[src/pkg/cmpt_pkg.sv]
// Purpose: Shared constants, types and helpers of the mode/privilege/trap unit
// Assumes: System register numbers are byte addresses (multiples of four)
// Notes:   Mode codes follow the 3-bit mode field of the status upper half
package cmpt_pkg;

    localparam int SR_W     = 32;
    localparam int HALF_W   = 16;
    localparam int SRADDR_W = 10;

    // System register byte addresses
    localparam logic [SRADDR_W-1:0] ADDR_STATUS = 10'h000;
    localparam logic [SRADDR_W-1:0] ADDR_CFG0   = 10'h100;

    // Lower halfword flag positions
    localparam int FLAG_C = 0;
    localparam int FLAG_Z = 1;
    localparam int FLAG_N = 2;
    localparam int FLAG_V = 3;
    localparam int FLAG_Q = 4;
    localparam int FLAG_L = 5;
    localparam int FLAG_T = 14;
    localparam int FLAG_R = 15;
    localparam logic [HALF_W-1:0] LO_IMPL_MASK = 16'hc03f;
    localparam logic [HALF_W-1:0] LO_RESET     = 16'h0000;

    // Upper halfword positions (full-word bit numbers)
    localparam int GM_BIT    = 16;
    localparam int IMASK_LSB = 17;
    localparam int IRQ_N     = 4;
    localparam int MODE_LSB  = 22;
    localparam int MODE_W    = 3;
    localparam logic          GM_RESET    = 1'b1;
    localparam logic [IRQ_N-1:0] IMASK_RESET = 4'h0;

    // First configuration register: architecture revision field
    localparam int CFG0_AR_LSB = 13;
    localparam int CFG0_AR_W   = 3;
    localparam logic [CFG0_AR_W-1:0] ARCH_REV = 3'h3;

    // Mode field codes
    localparam logic [MODE_W-1:0] MC_APP  = 3'h0;
    localparam logic [MODE_W-1:0] MC_SUP  = 3'h1;
    localparam logic [MODE_W-1:0] MC_INT0 = 3'h2;
    localparam logic [MODE_W-1:0] MC_INT1 = 3'h3;
    localparam logic [MODE_W-1:0] MC_INT2 = 3'h4;
    localparam logic [MODE_W-1:0] MC_INT3 = 3'h5;
    localparam logic [MODE_W-1:0] MC_EXC  = 3'h6;
    localparam logic [MODE_W-1:0] MC_NMI  = 3'h7;

    // Priority numbers; smaller is more urgent, zero means none
    localparam logic [2:0] PRIO_NONE = 3'h0;
    localparam logic [2:0] PRIO_NMI  = 3'h1;
    localparam logic [2:0] PRIO_EXC  = 3'h2;
    localparam logic [2:0] PRIO_INT3 = 3'h3;
    localparam logic [2:0] PRIO_INT2 = 3'h4;
    localparam logic [2:0] PRIO_INT1 = 3'h5;
    localparam logic [2:0] PRIO_INT0 = 3'h6;

    typedef enum logic [7:0] {
        M_APP  = 8'h01,
        M_SUP  = 8'h02,
        M_INT0 = 8'h04,
        M_INT1 = 8'h08,
        M_INT2 = 8'h10,
        M_INT3 = 8'h20,
        M_EXC  = 8'h40,
        M_NMI  = 8'h80
    } cmpt_mode_t;

    typedef enum logic [2:0] {
        IC_NORMAL = 3'h0,
        IC_SIMD   = 3'h1,
        IC_COPROC = 3'h2,
        IC_JAVA   = 3'h3,
        IC_TLB    = 3'h4,
        IC_CACHE  = 3'h5,
        IC_PRIV   = 3'h6
    } cmpt_iclass_t;

    function automatic logic [MODE_W-1:0] mode_code(input cmpt_mode_t m);
        unique case (m)
            M_APP:   mode_code = MC_APP;
            M_SUP:   mode_code = MC_SUP;
            M_INT0:  mode_code = MC_INT0;
            M_INT1:  mode_code = MC_INT1;
            M_INT2:  mode_code = MC_INT2;
            M_INT3:  mode_code = MC_INT3;
            M_EXC:   mode_code = MC_EXC;
            M_NMI:   mode_code = MC_NMI;
            default: mode_code = MC_SUP;
        endcase
    endfunction

    function automatic cmpt_mode_t code_mode(input logic [MODE_W-1:0] c);
        unique case (c)
            MC_APP:  code_mode = M_APP;
            MC_SUP:  code_mode = M_SUP;
            MC_INT0: code_mode = M_INT0;
            MC_INT1: code_mode = M_INT1;
            MC_INT2: code_mode = M_INT2;
            MC_INT3: code_mode = M_INT3;
            MC_EXC:  code_mode = M_EXC;
            MC_NMI:  code_mode = M_NMI;
        endcase
    endfunction

    function automatic logic [2:0] mode_prio(input cmpt_mode_t m);
        unique case (m)
            M_NMI:   mode_prio = PRIO_NMI;
            M_EXC:   mode_prio = PRIO_EXC;
            M_INT3:  mode_prio = PRIO_INT3;
            M_INT2:  mode_prio = PRIO_INT2;
            M_INT1:  mode_prio = PRIO_INT1;
            M_INT0:  mode_prio = PRIO_INT0;
            default: mode_prio = PRIO_NONE;
        endcase
    endfunction

endpackage

[src/pkg/cmpt_core_if.sv]
// Purpose: Carrier between the unit top and its decode and arbiter parts
// Assumes: All signals on clk_i, combinational between parts
// Notes:   dec side classifies, arb side chooses the next mode
`timescale 1ns/1ps
interface cmpt_core_if;
    import cmpt_pkg::*;
    logic                 insn_valid;
    cmpt_iclass_t         insn_class;
    logic                 cop_present;
    logic                 privileged;
    logic                 unimpl;
    logic                 priv_viol;
    logic                 nmi;
    logic                 exc;
    logic [IRQ_N-1:0]     irq;
    logic                 gm;
    logic [IRQ_N-1:0]     imask;
    cmpt_mode_t           cur_mode;
    logic                 take;
    cmpt_mode_t           win_mode;

    modport dec_mp (input insn_valid, insn_class, cop_present, privileged,
                    output unimpl, priv_viol);
    modport arb_mp (input nmi, exc, irq, gm, imask, cur_mode,
                    output take, win_mode);
endinterface

[src/core/cmpt_decode.sv]
// Purpose: Classify an issued instruction as unimplemented or privileged
// Assumes: Instruction class comes from the core decoder
// Notes:   Purely combinational
`timescale 1ns/1ps
module cmpt_decode (
    cmpt_core_if.dec_mp dec
);
    import cmpt_pkg::*;
    logic is_unimpl;

    always_comb begin
        is_unimpl = 1'b0;
        unique case (dec.insn_class)
            IC_SIMD:   is_unimpl = 1'b1;
            IC_TLB:    is_unimpl = 1'b1;
            IC_CACHE:  is_unimpl = 1'b1;
            IC_JAVA:   is_unimpl = 1'b1;
            IC_COPROC: is_unimpl = ~dec.cop_present;
            default:   is_unimpl = 1'b0;
        endcase
        dec.unimpl    = dec.insn_valid & is_unimpl;
        // Unimplemented wins over the privilege check
        dec.priv_viol = dec.insn_valid & ~is_unimpl
                      & (dec.insn_class == IC_PRIV)
                      & ~dec.privileged;
    end
endmodule // cmpt_decode

[src/core/cmpt_prio.sv]
// Purpose: Pick the most urgent pending event and test it against the mode
// Assumes: Requests are levels on clk_i
// Notes:   Exceptions and NMI ignore the interrupt masks
`timescale 1ns/1ps
module cmpt_prio (
    cmpt_core_if.arb_mp arb
);
    import cmpt_pkg::*;
    cmpt_mode_t cand;
    logic       any;
    logic [2:0] cand_p;
    logic [2:0] cur_p;

    always_comb begin
        any  = 1'b1;
        cand = M_SUP;
        if (arb.nmi) begin
            cand = M_NMI;
        end else if (arb.exc) begin
            cand = M_EXC;
        end else if (arb.irq[3] & ~arb.gm & ~arb.imask[3]) begin
            cand = M_INT3;
        end else if (arb.irq[2] & ~arb.gm & ~arb.imask[2]) begin
            cand = M_INT2;
        end else if (arb.irq[1] & ~arb.gm & ~arb.imask[1]) begin
            cand = M_INT1;
        end else if (arb.irq[0] & ~arb.gm & ~arb.imask[0]) begin
            cand = M_INT0;
        end else begin
            any = 1'b0;
        end
        cand_p = mode_prio(cand);
        cur_p  = mode_prio(arb.cur_mode);
        // Strictly more urgent only; unprioritised modes yield to all
        arb.take = any & ((cur_p == PRIO_NONE) | (cand_p < cur_p));
        arb.win_mode = cand;
    end
endmodule // cmpt_prio

[src/core/cmpt_top.sv]
// Purpose: Execution mode, privilege checks, status register and traps
// Assumes: Core decoder supplies instruction class; one clock domain
// Notes:   Status and config registers reached by system register port
`timescale 1ns/1ps

module cmpt_top
    import cmpt_pkg::*;
(
    input  wire logic                          clk_i,
    input  wire logic                          resetn_i,
    input  wire logic                          insn_valid_i,
    input  wire cmpt_pkg::cmpt_iclass_t        insn_class_i,
    input  wire logic                          cop_present_i,
    input  wire logic                          nmi_req_i,
    input  wire logic                          exc_req_i,
    input  wire logic [cmpt_pkg::IRQ_N-1:0]    irq_req_i,
    input  wire logic                          scall_i,
    input  wire logic                          ret_i,
    input  wire logic [cmpt_pkg::SR_W-1:0]     ret_status_i,
    input  wire logic                          flag_we_i,
    input  wire logic [cmpt_pkg::HALF_W-1:0]   flag_wdata_i,
    input  wire logic                          sreg_valid_i,
    input  wire logic                          sreg_write_i,
    input  wire logic [cmpt_pkg::SRADDR_W-1:0] sreg_addr_i,
    input  wire logic [cmpt_pkg::SR_W-1:0]     sreg_wdata_i,
    input  wire logic                          mem_valid_i,
    input  wire logic                          mem_protected_i,
    output logic [cmpt_pkg::SR_W-1:0]          sreg_rdata_o,
    output logic                               sreg_deny_o,
    output logic [cmpt_pkg::SR_W-1:0]          processor_status_o,
    output cmpt_pkg::cmpt_mode_t               mode_o,
    output logic                               privileged_o,
    output logic                               unimpl_trap_o,
    output logic                               priv_trap_o,
    output logic                               mem_deny_o,
    output logic                               push_o,
    output logic                               push_gpr_o,
    output logic                               stack_sys_o
);
    import cmpt_pkg::*;

    typedef struct packed {
        logic [HALF_W-1:0] flags;
        logic              gm;
        logic [IRQ_N-1:0]  imask;
        cmpt_mode_t        mode;
        logic [SR_W-1:0]   status;
        logic [SR_W-1:0]   rdata;
        logic              deny;
        logic              unimpl;
        logic              priv;
        logic              mdeny;
        logic              push;
        logic              push_gpr;
        logic              stack_sys;
        logic              privileged;
    } cmpt_state_t;

    function automatic logic [SR_W-1:0] build_status(
        input logic [HALF_W-1:0] fl,
        input logic              g,
        input logic [IRQ_N-1:0]  im,
        input cmpt_mode_t        m
    );
        logic [SR_W-1:0] v;
        v = '0;
        v[HALF_W-1:0]                   = fl & LO_IMPL_MASK;
        v[GM_BIT]                       = g;
        v[IMASK_LSB +: IRQ_N]           = im;
        v[MODE_LSB +: MODE_W]           = mode_code(m);
        build_status = v;
    endfunction

    localparam cmpt_state_t RESET_STATE = '{
        flags:      LO_RESET,
        gm:         GM_RESET,
        imask:      IMASK_RESET,
        mode:       M_SUP,
        status:     build_status(LO_RESET, GM_RESET, IMASK_RESET, M_SUP),
        rdata:      '0,
        deny:       1'b0,
        unimpl:     1'b0,
        priv:       1'b0,
        mdeny:      1'b0,
        push:       1'b0,
        push_gpr:   1'b0,
        stack_sys:  1'b1,
        privileged: 1'b1
    };

    cmpt_state_t s_q;
    cmpt_state_t s_d;
    cmpt_core_if cif ();

    logic            priv_now;
    logic            sr_hit;
    logic            cfg_hit;
    logic            sreg_deny;
    logic            mem_deny;
    logic [SR_W-1:0] cfg0_val;

    cmpt_decode u_decode (
        .dec (cif.dec_mp)
    );

    cmpt_prio u_prio (
        .arb (cif.arb_mp)
    );

    always_comb begin
        cfg0_val = '0;
        cfg0_val[CFG0_AR_LSB +: CFG0_AR_W] = ARCH_REV;
    end

    assign priv_now  = (s_q.mode != M_APP);
    assign sr_hit    = (sreg_addr_i == ADDR_STATUS);
    assign cfg_hit   = (sreg_addr_i == ADDR_CFG0);
    // Application code may only reach the status register (low half)
    assign sreg_deny = sreg_valid_i & ~priv_now & ~sr_hit;
    assign mem_deny  = mem_valid_i & mem_protected_i & ~priv_now;

    // Decoder is revision-independent so older binaries behave the same
    assign cif.insn_valid  = insn_valid_i;
    assign cif.insn_class  = insn_class_i;
    assign cif.cop_present = cop_present_i;
    assign cif.privileged  = priv_now;
    assign cif.nmi         = nmi_req_i;
    // Local violations are processed as exceptions in the same cycle
    assign cif.exc         = exc_req_i | cif.unimpl | cif.priv_viol
                           | sreg_deny | mem_deny;
    assign cif.irq         = irq_req_i;
    assign cif.gm          = s_q.gm;
    assign cif.imask       = s_q.imask;
    assign cif.cur_mode    = s_q.mode;

    always_comb begin
        s_d          = s_q;
        s_d.rdata    = s_q.rdata;
        s_d.deny     = sreg_deny;
        s_d.unimpl   = cif.unimpl;
        s_d.priv     = cif.priv_viol;
        s_d.mdeny    = mem_deny;
        s_d.push     = 1'b0;
        s_d.push_gpr = 1'b0;

        if (flag_we_i) begin
            s_d.flags = flag_wdata_i & LO_IMPL_MASK;
        end

        if (sreg_valid_i & ~sreg_write_i) begin
            if (sr_hit & priv_now) begin
                s_d.rdata = s_q.status;
            end else if (sr_hit) begin
                s_d.rdata = {{HALF_W{1'b0}}, s_q.status[HALF_W-1:0]};
            end else if (cfg_hit & priv_now) begin
                s_d.rdata = cfg0_val;
            end else begin
                s_d.rdata = '0;
            end
        end

        if (sreg_valid_i & sreg_write_i & sr_hit) begin
            s_d.flags = sreg_wdata_i[HALF_W-1:0] & LO_IMPL_MASK;
            if (priv_now) begin
                s_d.gm    = sreg_wdata_i[GM_BIT];
                s_d.imask = sreg_wdata_i[IMASK_LSB +: IRQ_N];
                s_d.mode  = code_mode(
                    sreg_wdata_i[MODE_LSB +: MODE_W]);
            end
        end

        // Event order: accepted event, then return, then system call
        if (cif.take) begin
            s_d.mode     = cif.win_mode;
            s_d.push     = 1'b1;
            s_d.push_gpr = (cif.win_mode != M_EXC);
        end else if (ret_i & priv_now) begin
            s_d.flags = ret_status_i[HALF_W-1:0] & LO_IMPL_MASK;
            s_d.gm    = ret_status_i[GM_BIT];
            s_d.imask = ret_status_i[IMASK_LSB +: IRQ_N];
            s_d.mode  = code_mode(ret_status_i[MODE_LSB +: MODE_W]);
        end else if (scall_i & (s_q.mode == M_APP || s_q.mode == M_SUP)) begin
            s_d.mode = M_SUP;
            s_d.push = 1'b1;
        end

        s_d.status     = build_status(s_d.flags, s_d.gm, s_d.imask,
                                      s_d.mode);
        s_d.stack_sys  = (s_d.mode != M_APP);
        s_d.privileged = (s_d.mode != M_APP);
    end

    always_ff @(posedge clk_i) begin
        if (!resetn_i) begin
            s_q <= RESET_STATE;
        end else begin
            s_q <= s_d;
        end
    end

    assign sreg_rdata_o       = s_q.rdata;
    assign sreg_deny_o        = s_q.deny;
    assign processor_status_o = s_q.status;
    assign mode_o             = s_q.mode;
    assign privileged_o       = s_q.privileged;
    assign unimpl_trap_o      = s_q.unimpl;
    assign priv_trap_o        = s_q.priv;
    assign mem_deny_o         = s_q.mdeny;
    assign push_o             = s_q.push;
    assign push_gpr_o         = s_q.push_gpr;
    assign stack_sys_o        = s_q.stack_sys;

endmodule // cmpt_top

[config.mk]
export PLATFORM = sky130hd
export DESIGN_NAME = cmpt_top
export DESIGN_NICKNAME = d
export VERILOG_FILES = /design/src/pkg/cmpt_pkg.sv /design/src/pkg/cmpt_core_if.sv /design/src/core/cmpt_decode.sv /design/src/core/cmpt_prio.sv /design/src/core/cmpt_top.sv
export SDC_FILE = /design/constraint.sdc
export NUM_CORES = 1
export LEC_CHECK = 0
export CAP_MARGIN = 20
export CORE_MARGIN = 2
export CORE_UTILIZATION = 65
export CTS_BUF_LIST = sky130_fd_sc_hd__clkbuf_4
export DETAILED_ROUTE_END_ITERATION = 10
export DONT_BUFFER_PORTS = 1
export GPL_ROUTABILITY_DRIVEN = 0
export GPL_TIMING_DRIVEN = 0
export PLACE_DENSITY = 0.79
export SLEW_MARGIN = 15
export SYNTH_ARGS = -nofsm -noshare
export SYNTH_HDL_FRONTEND = slang
export SYNTH_SLANG_ARGS = --single-unit
export TNS_END_PERCENT = 30
[constraint.sdc]
create_clock -name clk_i -period 9.3 [get_ports clk_i]
set_input_delay 2.79 -clock clk_i [delete_from_list [all_inputs] [get_ports clk_i]]
set_output_delay 2.79 -clock clk_i [all_outputs]
set_load 0.01 [all_outputs]
==> key figures, run 1 <==
Timing
  • Worst clock skew: 13.4 ps
  • Final Critical Period: 6910 ps
  • Slew Limit Fails: 0
  • Max-slew headroom at the worst pin: 37.7%
  • RSZ-0062 raised after global routing: false
  • Final Setup Violations: 0
  • Worst setup slack after layout: 2390 ps
  • Fmax: 145 MHz
  • Slew @ Worst Pin: 928 ps
  • Setup TNS: 0 ps
  • Hold Fails Final Rpt: 0
  • Final critical-path share of the clock period: 74.3%

Clocking
  • Post-CTS resize count: 0
  • Clock Sink Count: 48
  • CTS Root Cell: clkbuf_4
  • # hold bufs at CTS: 0
  • CTS buffer count: 5
  • Clk buf depth: 2
  • Clk_lat worst skew: 370 ps
  • CTS clk-pin slew, worst paths: 140 ps
  • CTS tree: yes
  • Setup repair bufs after CTS: 0
  • H-Tree Depth: 2

Power and ir drop
  • Sw frac: 36.3%
  • Clock share of power: 20.7%
  • Int Power: 0.308 mW
  • Leak: 1.46 nW
  • Final Power: 0.483 mW
  • Net Switching: 0.176 mW
  • Pwr dens: 140 mW/mm2
  • Sequential share of power: 49.1%
  • Combinational fraction of design power: 30.2%
  • Peak VDD IR: 107 uV

Detailed routing
  • Drt drc: 0
  • 1st-iter DRT viols: 220
  • Routed WL per cell: 16.9 um
  • Final ANT Viol Nets: 0
  • Post-Route M1 WL: 3480 um
  • Wire length on met3: 658 um
  • WL met2: 4210 um
  • 1st-pass router iterations: 5
  • Detailed-route wire length: 8540 um
  • DR vias: 3040
  • Max layer used: met4
  • Vias per cell: 6.02

Worst setup path
  • Worst r2r path cells: 16
  • Reg-to-Reg End: processor_status_o[22]
  • Worst reg-to-reg setup slack: 4280 ps
  • WS Path Type: input pin to register
  • Critical path peak fanout: 6
  • FF-to-FF Start: mode_o[7]
  • Worst EP required: 9530 ps
  • Arr. time, crit path: 7140 ps
  • Critical path capture point type: register
  • CP startpoint kind: input pin

Yosys
  • Mapped Area: 0.00320 mm2
  • Post-synthesis area per instance: 8.01 um2
  • Dominant synthesized flop cell: dfxtp_1
  • Post-Syn Instances: 399
  • Yosys reg bits: 48
  • Yosys cell types: 65
  • Number of synthesized flops with an enable pin: 0
  • Post-synth top area cell: dfxtp_1
  • FFs w/ async S/R, synth: 0%
  • Sequential fraction of the synthesis area: 30.1%
  • Yosys warns: 0
  • Most instantiated library cell after synthesis: nor2_1
  • Synth top cells by count: nor2_1, dfxtp_1, nand2_1
  • Synth top area cells: dfxtp_1, buf_4, nor2_1, mux2i_1, nand2_1
  • Post-synth top area share: 30.1%

GRT
  • GR Overflow Total: 0
  • Initial antenna violation count: 0
  • Vias in the first global route: 2825
  • Largest net degree at the start of global routing: 16
  • GRT Total Usage: 31.4%
  • First-pass GRT wire length: 13300 um

Final layout
  • Area growth from synthesis to layout: 8.02%
  • N_diodes: 0
  • Share of layout cells above drive strength 1: 15.8%
  • Fin nets: 549

Run status
  • Status: completed

Floorplan
  • Die area: 0.00550 mm2
  • Die W: 74.1 um
  • Initial core utilization: 67.7%
  • Total core area: 0.00472 mm2
  • Die Y: 74.1 um
  • Rows: 25
  • IO Pins: 190

Place
  • Half-perimeter wire length after placement: 6770 um
  • Port Buffer Count: 0
  • Dpl ws: 2050 ps

Worst hold path
  • Hold depth: 2
  • Worst Hold Class: register to register
  • Hold path startpoint: sreg_rdata_o[13]
  • Hold worst-path end: sreg_rdata_o[13]

Flow run
  • Max_cap viols: 0
[placed cells by master, fill, tap and decap left out, types with 6 or more instances in the layout]
cell and count:
a211oi_1 9, a21oi_1 24, a22oi_1 16, buf_2 7, buf_4 34, clkbuf_1 11
conb_1 31, dfxtp_1 48, inv_1 8, mux2i_1 15, nand2_1 39, nand2b_1 6
nand3_1 6, nand4_1 7, nor2_1 49, nor3_1 13, o211ai_1 9, o21ai_0 10
[power groups by stage]
stage	clock network, mW	logic, mW	registers, mW
detailed placement	0	0.142	0.242
finish	0.100	0.146	0.237
global route	0.112	0.161	0.239
global placement	0	0.140	0.241
floorplan	0	0.119	0.238
CTS	0.102	0.143	0.237
[routing by layer]
layer	GRT usage, %	vias up
met3	8.13	21
met4	10.9	0
li1	-	1467
met1	39.2	1406
met2	52.8	146
met5	0	-
[final cells by class]
class	instances	area, um2
plain buffers	55	349
multi-input cells	317	1970
clock buffers	5	37.5
flip-flops and latches	48	961
inverters	9	33.8
well taps	67	83.8
repair buffers	1	5.00
fillers	393	1270
clock inverters	3	17.5
[worst max path at each step]
stage	from	to	slack [ps]	cells past startpoint
finish	sreg_addr_i[6]	processor_status_o[22]	2390	15
detailed placement	sreg_addr_i[6]	processor_status_o[22]	2050	15
CTS	sreg_addr_i[6]	processor_status_o[22]	2470	15
global placement	sreg_addr_i[6]	processor_status_o[22]	2190	15
global route	sreg_addr_i[6]	processor_status_o[15]	2090	15
floorplan	sreg_addr_i[3]	processor_status_o[22]	2720	15
[per-stage QoR]
step                      hold slack (ps)  util (%)  instances  cell area, um2
after floorplan                       476         -        429            3310
after global placement                500      71.8        496            3390
after detailed placement              514      71.8        496            3390
after CTS                             532      73.0        504            3450
after global routing                  575      73.1        505            3450
final                                 538      73.1        505            3450
[cells by family (layout without fill, tap and decap cells)]
kind of cell | after synthesis | count (layout) | synth area share [%]
AOI/OAI and AO/OA | 100 | 100 | 23.5
xor gates and xnor gates | 7 | 7 | 1.92
adders and majority gates | 2 | 2 | 0.783
buffers and inverters | 64 | 73 | 12.0
DFF | 48 | 48 | 30.1
muxes | 15 | 15 | 4.70
other | 1 | 31 | 0.117
and+or+nand+nor | 162 | 162 | 26.9
[registers in the layout (all words and copies together) (netlist names)]
register,flops
push_gpr_o,1
privileged_o,1
sreg_deny_o,1
unimpl_trap_o,1
s_q,7
priv_trap_o,1
processor_status_o,6
sreg_rdata_o,17
mode_o,8
mem_deny_o,1
push_o,1
cif.imask,3
[worst max-delay path: stages]
cell and delay [ps]:
nor4_4 310, nand3_2 190, a2111oi_2 660, nand2_1 200, nor2_1 200, ha_1 260
a21oi_1 210, nand4_1 250, a2111oi_4 490, a211oi_2 170, o31ai_4 420, inv_2 90
or4b_1 530, a31oi_1 230, o221ai_1 130
Power figures use the tool's default switching activity.
==> run 2: changes to the inputs <==
- ABC_AREA: not set -> 1
- CORE_UTILIZATION: 65 -> 60
- PLACE_DENSITY: 0.79 -> 0.77
- clock period: 9.3 -> 6.2 ns (I/O delays scaled with it)
==> run 2 against run 1 <==
Global-route usage down 3.4 points. Register-to-register slack worse by 1300 ps. Cell area up 0.72%. Worst hold slack worse by 12 ps. Clock skew up 4.0 ps. Total power rose to 3.1 times the previous value. Largest power group is now combinational logic. Utilization down 5.0 points. Flip-flop and latch count unchanged. Setup slack worse by 390 ps.
==> key figures, run 2 <==
Run status
  • Status: completed

Yosys
  • Dominant synthesized flop cell: dfxtp_1
  • Post-synth top area share: 30.3%
  • Yosys warns: 0
  • Post-Syn Instances: 469
  • Sequential fraction of the synthesis area: 30.3%
  • Most instantiated library cell after synthesis: nand2_1
  • Mapped Area: 0.00317 mm2
  • Yosys cell types: 41
  • Number of synthesized flops with an enable pin: 0
  • Yosys reg bits: 48
  • FFs w/ async S/R, synth: 0%
  • Synth top area cells: dfxtp_1, nand2_1, buf_4, nor2_1, inv_1
  • Synth top cells by count: nand2_1, nor2_1, dfxtp_1, inv_1, buf_4
  • Post-synthesis area per instance: 6.76 um2
  • Post-synth top area cell: dfxtp_1

Final layout
  • Post-route cell area: 0.00348 mm2
  • Number of flip-flops in the largest register: 17
  • Filler cell count: 478
  • Area of the multi-input gates: 0.00177 mm2
  • Fin nets: 618
  • Most frequent cells in the layout: nand2_1, nor2_1, inv_1, dfxtp_1, buf_4
  • Area growth from synthesis to layout: 9.66%
  • Commonest non-fill, non-tap cell in the layout: nand2_1
  • FF+latch area: 961 um2
  • N_diodes: 0
  • Share of layout cells above drive strength 1: 17.8%

Worst setup path
  • Arr. time, crit path: 4480 ps
  • WS Path Type: input pin to register
  • Reg-to-Reg End: processor_status_o[22]
  • Worst r2r path cells: 24
  • Slowest cell on the critical path: ha_1
  • Critical path peak fanout: 10
  • Worst reg-to-reg setup slack: 3030 ps
  • CP startpoint kind: input pin
  • FF-to-FF Start: mode_o[4]
  • Crit-path cells: nor2_1 > nand2_1 > nor2_1 > nand2_1 > nand2_1 > nand3_2 > nor2_1 > inv_2 > nor2_2 > nand4_1 > nand3_1 > ha_1 > a21oi_1 > nand2_2 > nand2_4 > nand2_4 > buf_6 > nand2_1 > nand3_1 > nor2_1 > nand2_1 > nand3_1 > o21ai_1
  • Max stage delay on crit path: 240 ps
  • Worst EP required: 6490 ps
  • Crit path top cell by count: nand2_1
  • Critical path capture point type: register

Clocking
  • Setup repair bufs after CTS: 0
  • Clock Sink Count: 48
  • CTS tree: yes
  • CTS clk-pin slew, worst paths: 150 ps
  • Clk buf depth: 2
  • Post-CTS resize count: 0
  • # hold bufs at CTS: 0
  • Clk_lat worst skew: 370 ps
  • CTS buffer count: 5
  • H-Tree Depth: 2
  • CTS Root Cell: clkbuf_4

Detailed routing
  • Routed WL per cell: 14.7 um
  • Detailed-route wire length: 8490 um
  • 1st-iter DRT viols: 246
  • Vias per cell: 5.47
  • DR vias: 3156
  • 1st-pass router iterations: 5
  • Final ANT Viol Nets: 0
  • Drt drc: 0

Worst hold path
  • Hold path startpoint: sreg_rdata_o[13]
  • Hold depth: 2
  • Worst Hold Class: register to register
  • Hold worst-path end: sreg_rdata_o[13]

Floorplan
  • Die Y: 76.7 um
  • Die W: 76.7 um
  • IO Pins: 190
  • Total core area: 0.00511 mm2
  • Rows: 26
  • Initial core utilization: 62.1%
  • Die area: 0.00588 mm2

GRT
  • First-pass GRT wire length: 13500 um
  • GRT Total Usage: 28.0%
  • Vias in the first global route: 2923
  • Largest net degree at the start of global routing: 17
  • Initial antenna violation count: 0
  • GR Overflow Total: 0

Timing
  • Hold Fails Final Rpt: 0
  • Slew Limit Fails: 0
  • Hold Worst Slack: 525 ps
  • Setup TNS: 0 ps
  • Final Setup Violations: 0
  • RSZ-0062 raised after global routing: false
  • Slew @ Worst Pin: 588 ps
  • Worst clock skew: 17.5 ps
  • Final critical-path share of the clock period: 67.7%
  • Max-slew headroom at the worst pin: 60.7%
  • Fmax: 238 MHz
  • Final Critical Period: 4190 ps

Power and ir drop
  • Peak VDD IR: 242 uV
  • Leak: 1.67 nW
  • Pwr dens: 437 mW/mm2

Place
  • Placement Cell Area: 0.00337 mm2
  • Half-perimeter wire length after placement: 6810 um
  • Port Buffer Count: 0

Flow run
  • Max_cap viols: 0
==> run 2: cell types whose count changed after synthesis, moves of 6 or more <==
cell / previous run / this run
mux2i_1: 15 / 0
o21ai_0: 10 / 29
nand2_2: 0 / 12
nand2_1: 39 / 100
a211oi_1: 9 / 0
nand3_1: 6 / 17
nand2b_1: 6 / 0
inv_1: 8 / 48
a311oi_1: 0 / 8
a22oi_1: 16 / 4
==> run 2: final cells by class <==
type	count	share of cell area [%]
multi-input cells	347	51.0
flip-flops and latches	48	27.6
plain buffers	49	9.89
inverters	55	5.94
well taps	70	2.52
clock inverters	3	1.98
clock buffers	5	1.08
==> run 2: where the power goes <==
part | internal, mW | switching [mW]
Clock | 0.127 | 0.108
Combinational | 0.289 | 0.525
Sequential | 0.375 | 0.0945
==> run 2: worst max path at each step <==
stage | end | cells after the start | slack (ps) | startpoint
floorplan | processor_status_o[22] | 23 | 1980 | sreg_addr_i[7]
global route | processor_status_o[22] | 26 | 1630 | sreg_addr_i[5]
detailed placement | processor_status_o[22] | 25 | 1610 | sreg_addr_i[5]
global placement | processor_status_o[22] | 23 | 1660 | sreg_addr_i[7]
finish | processor_status_o[22] | 23 | 2010 | sreg_addr_i[7]
CTS | s_q[88] | 21 | 2010 | sreg_addr_i[5]
==> run 2: through the flow <==
step | total power [mW] | utilization (%) | cells | worst slack [ps]
2_1_floorplan | 1.13 | - | 499 | 1980
3_3_place_gp | 1.26 | 66.0 | 569 | 1660
3_5_place_dp | 1.28 | 66.0 | 569 | 1610
4_1_cts | 1.52 | 68.1 | 577 | 2010
5_1_grt | 1.63 | 68.1 | 577 | 1630
6_report | 1.52 | 68.1 | 577 | 2010
==> run 2: cell families (layout without fill, tap and decap cells) <==
logic type	count (synthesis)	in the layout	share of synthesized area, %
DFF	48	48	30.3
xor gates and xnor gates	1	1	0.276
muxes	4	4	1.42
and+or+nand+nor	229	229	34.5
adders and majority gates	2	2	0.789
other	1	31	0.118
buffers and inverters	104	112	17.4
AOI/OAI and AO/OA	80	80	15.2
==> run 2: per-layer routing <==
layer / global-route usage (%) / share of wire [%] / wire length (um) / up-vias
li1: - / - / - / 1550
met1: 32.6 / 39 / 3330 / 1410
met2: 49.8 / 48 / 4100 / 176
met3: 8.00 / 11 / 907 / 20
met4: 8.18 / 1.8 / 153 / 0
met5: 0 / 0 / 0 / -
==> run 2: worst max-delay path: cells and delay by family <==
family	cells	cell delay, ps
AND/OR/NAND/NOR	18	1940
adder cells (fa/ha/maj)	1	240
buffers and inverters	2	220
AO/OA/AOI/OAI	2	220
==> run 3: changes to the inputs <==
- CORE_UTILIZATION: 60 -> 65
- PLACE_DENSITY: 0.77 -> 0.79
- clock period: 6.2 -> 4 ns (I/O delays scaled with it)
==> run 3 against run 2 <==
Sequential share of layout area is 0.49 points higher. Cell area is 1.7% lower. First-iteration DRC count is 19% lower. Cell count is 0.69% lower. Total power is 45% higher. Critical endpoint is now processor_status_o[23]. Highest routed layer unchanged.
==> key figures, run 3 (synthesis gave the netlist of run 2 again) <==
Worst setup path
  • Max stage delay on crit path: 240 ps
  • Slowest cell on the critical path: ha_1
  • WS Path Type: input pin to register
  • Top delay family on crit path: simple AND/OR/NAND/NOR gates
  • Critical path peak fanout: 10
  • Crit path top cell by count: nor2_1
  • Crit path buffers/inverters: 3
  • Arr. time, crit path: 3850 ps
  • Crit-path cells: nor2_1 > nand2_1 > nor2_1 > nand2_1 > nand2_1 > nand3_2 > nor2_1 > inv_2 > nor2_2 > nand4_1 > nand3_1 > ha_1 > a21oi_1 > nand2_2 > nand2_4 > buf_8 > o21ai_2 > nand2_2 > inv_2 > nor2_1 > nand2_2 > a31oi_1
  • Critical path capture point type: register
  • CP startpoint kind: input pin
  • Worst EP required: 4270 ps

Timing
  • Final Setup Violations: 0
  • Worst clock skew: 25.6 ps
  • Slew @ Worst Pin: 593 ps
  • Final Critical Period: 3580 ps
  • Fmax: 279 MHz
  • Slew Limit Fails: 0
  • Setup TNS: 0 ps
  • Max-slew headroom at the worst pin: 60.3%
  • RSZ-0062 raised after global routing: false
  • Hold Fails Final Rpt: 0
  • Final critical-path share of the clock period: 89.5%

GRT
  • GRT Total Usage: 29.5%
  • First-pass GRT wire length: 12500 um
  • Initial antenna violation count: 0
  • GR Overflow Total: 0
  • Largest net degree at the start of global routing: 15
  • Vias in the first global route: 2762

Power and ir drop
  • Peak VDD IR: 429 uV
  • Sw frac: 50.2%
  • Clock share of power: 9.8%
  • Int Power: 1.09 mW
  • Final Power: 2.20 mW
  • Leak: 1.64 nW
  • Pwr dens: 642 mW/mm2
  • Combinational fraction of design power: 57.2%
  • Sequential share of power: 33.0%
  • Net Switching: 1.10 mW

Floorplan
  • IO Pins: 190
  • Die Y: 73.9 um
  • Total core area: 0.00472 mm2
  • Die area: 0.00545 mm2
  • Rows: 25
  • Die W: 73.9 um
  • Initial core utilization: 67.2%

Clocking
  • Clock Sink Count: 48
  • CTS clk-pin slew, worst paths: 150 ps
  • Setup repair bufs after CTS: 0
  • Clk_lat worst skew: 370 ps
  • Clk buf depth: 2
  • CTS Root Cell: clkbuf_4
  • H-Tree Depth: 2
  • CTS tree: yes
  • Post-CTS resize count: 0
  • # hold bufs at CTS: 0
  • CTS buffer count: 5

Detailed routing
  • Detailed-route wire length: 8170 um
  • 1st-iter DRT viols: 199
  • DR vias: 3139
  • Drt drc: 0
  • Routed WL per cell: 14.3 um
  • Final ANT Viol Nets: 0
  • Vias per cell: 5.48
  • 1st-pass router iterations: 6

Final layout
  • N_diodes: 0
  • Number of flip-flops in the largest register: 17
  • Area growth from synthesis to layout: 7.77%
  • Fin nets: 618
  • Commonest non-fill, non-tap cell in the layout: nand2_1
  • Share of layout cells above drive strength 1: 17.6%
  • Most frequent cells in the layout: nand2_1, nor2_1, inv_1, dfxtp_1, buf_4
  • Filler cell count: 407

Run status
  • Status: completed

Place
  • Half-perimeter wire length after placement: 6550 um
  • Port Buffer Count: 0

Flow run
  • Max_cap viols: 0

Worst hold path
  • Worst Hold Class: register to register
==> run 3: changes by cell type in the layout (fill, tap and decap cells not counted), sizes merged <==
cell | before | now
bufinv | 2 | 0
clkinv | 1 | 2
clkinvlp | 0 | 1
inv | 55 | 54
==> run 3: layer usage <==
metal / part of all wire (%) / track usage, % / vias up
met5: 0 / 0 / -
met4: 2.2 / 8.89 / 0
li1: - / - / 1551
met2: 49 / 51.5 / 170
met1: 39 / 35.7 / 1400
met3: 9.2 / 7.13 / 18
==> run 3: power groups by stage <==
stage,Clock (mW),Combinational [mW],Sequential [mW]
after floorplan,0,1.05,0.698
after global placement,0,1.22,0.733
after detailed placement,0,1.24,0.735
after CTS,0.215,1.25,0.724
after global routing,0.235,1.41,0.739
final,0.215,1.25,0.725
==> run 3: worst min-delay path, cell delays in order, from the launching register on <==
cell and delay [ps]:
dfxtp_1 370, nand2_1 80, a21oi_1 50
==> run 3: final timing paths <==
path	startpoint	endpoint	slack [ps]	cells after the start
worst min register to register	processor_status_o[16]	sreg_rdata_o[16]	510	2
worst min-delay path	processor_status_o[16]	sreg_rdata_o[16]	510	2
worst max-delay path	sreg_addr_i[5]	processor_status_o[23]	420	22
worst max register to register	mode_o[5]	processor_status_o[23]	830	23
==> run 3: final cells by class <==
cell class                 count  area (um2)  share of cell area (%)
tap                           67        83.8                    2.45
multi-input combinational    347        1770                    51.9
sequential                    48         961                    28.1
clock buffer                   5        37.5                    1.10
inverter                      55         206                    6.04
clock inverter                 2        12.5                   0.366
buffer                        49         344                    10.1
==> run 3: per-stage QoR <==
stage          area [um2]  util [%]  setup WS, ps  instances  hold slack [ps]
2_1_floorplan        3280         -           435        499              477
3_3_place_gp         3370      71.3          81.1        566              499
3_5_place_dp         3370      71.3          60.8        566              517
4_1_cts              3420      72.4           418        573              522
5_1_grt              3420      72.4           156        573              558
6_report             3420      72.4           422        573              512
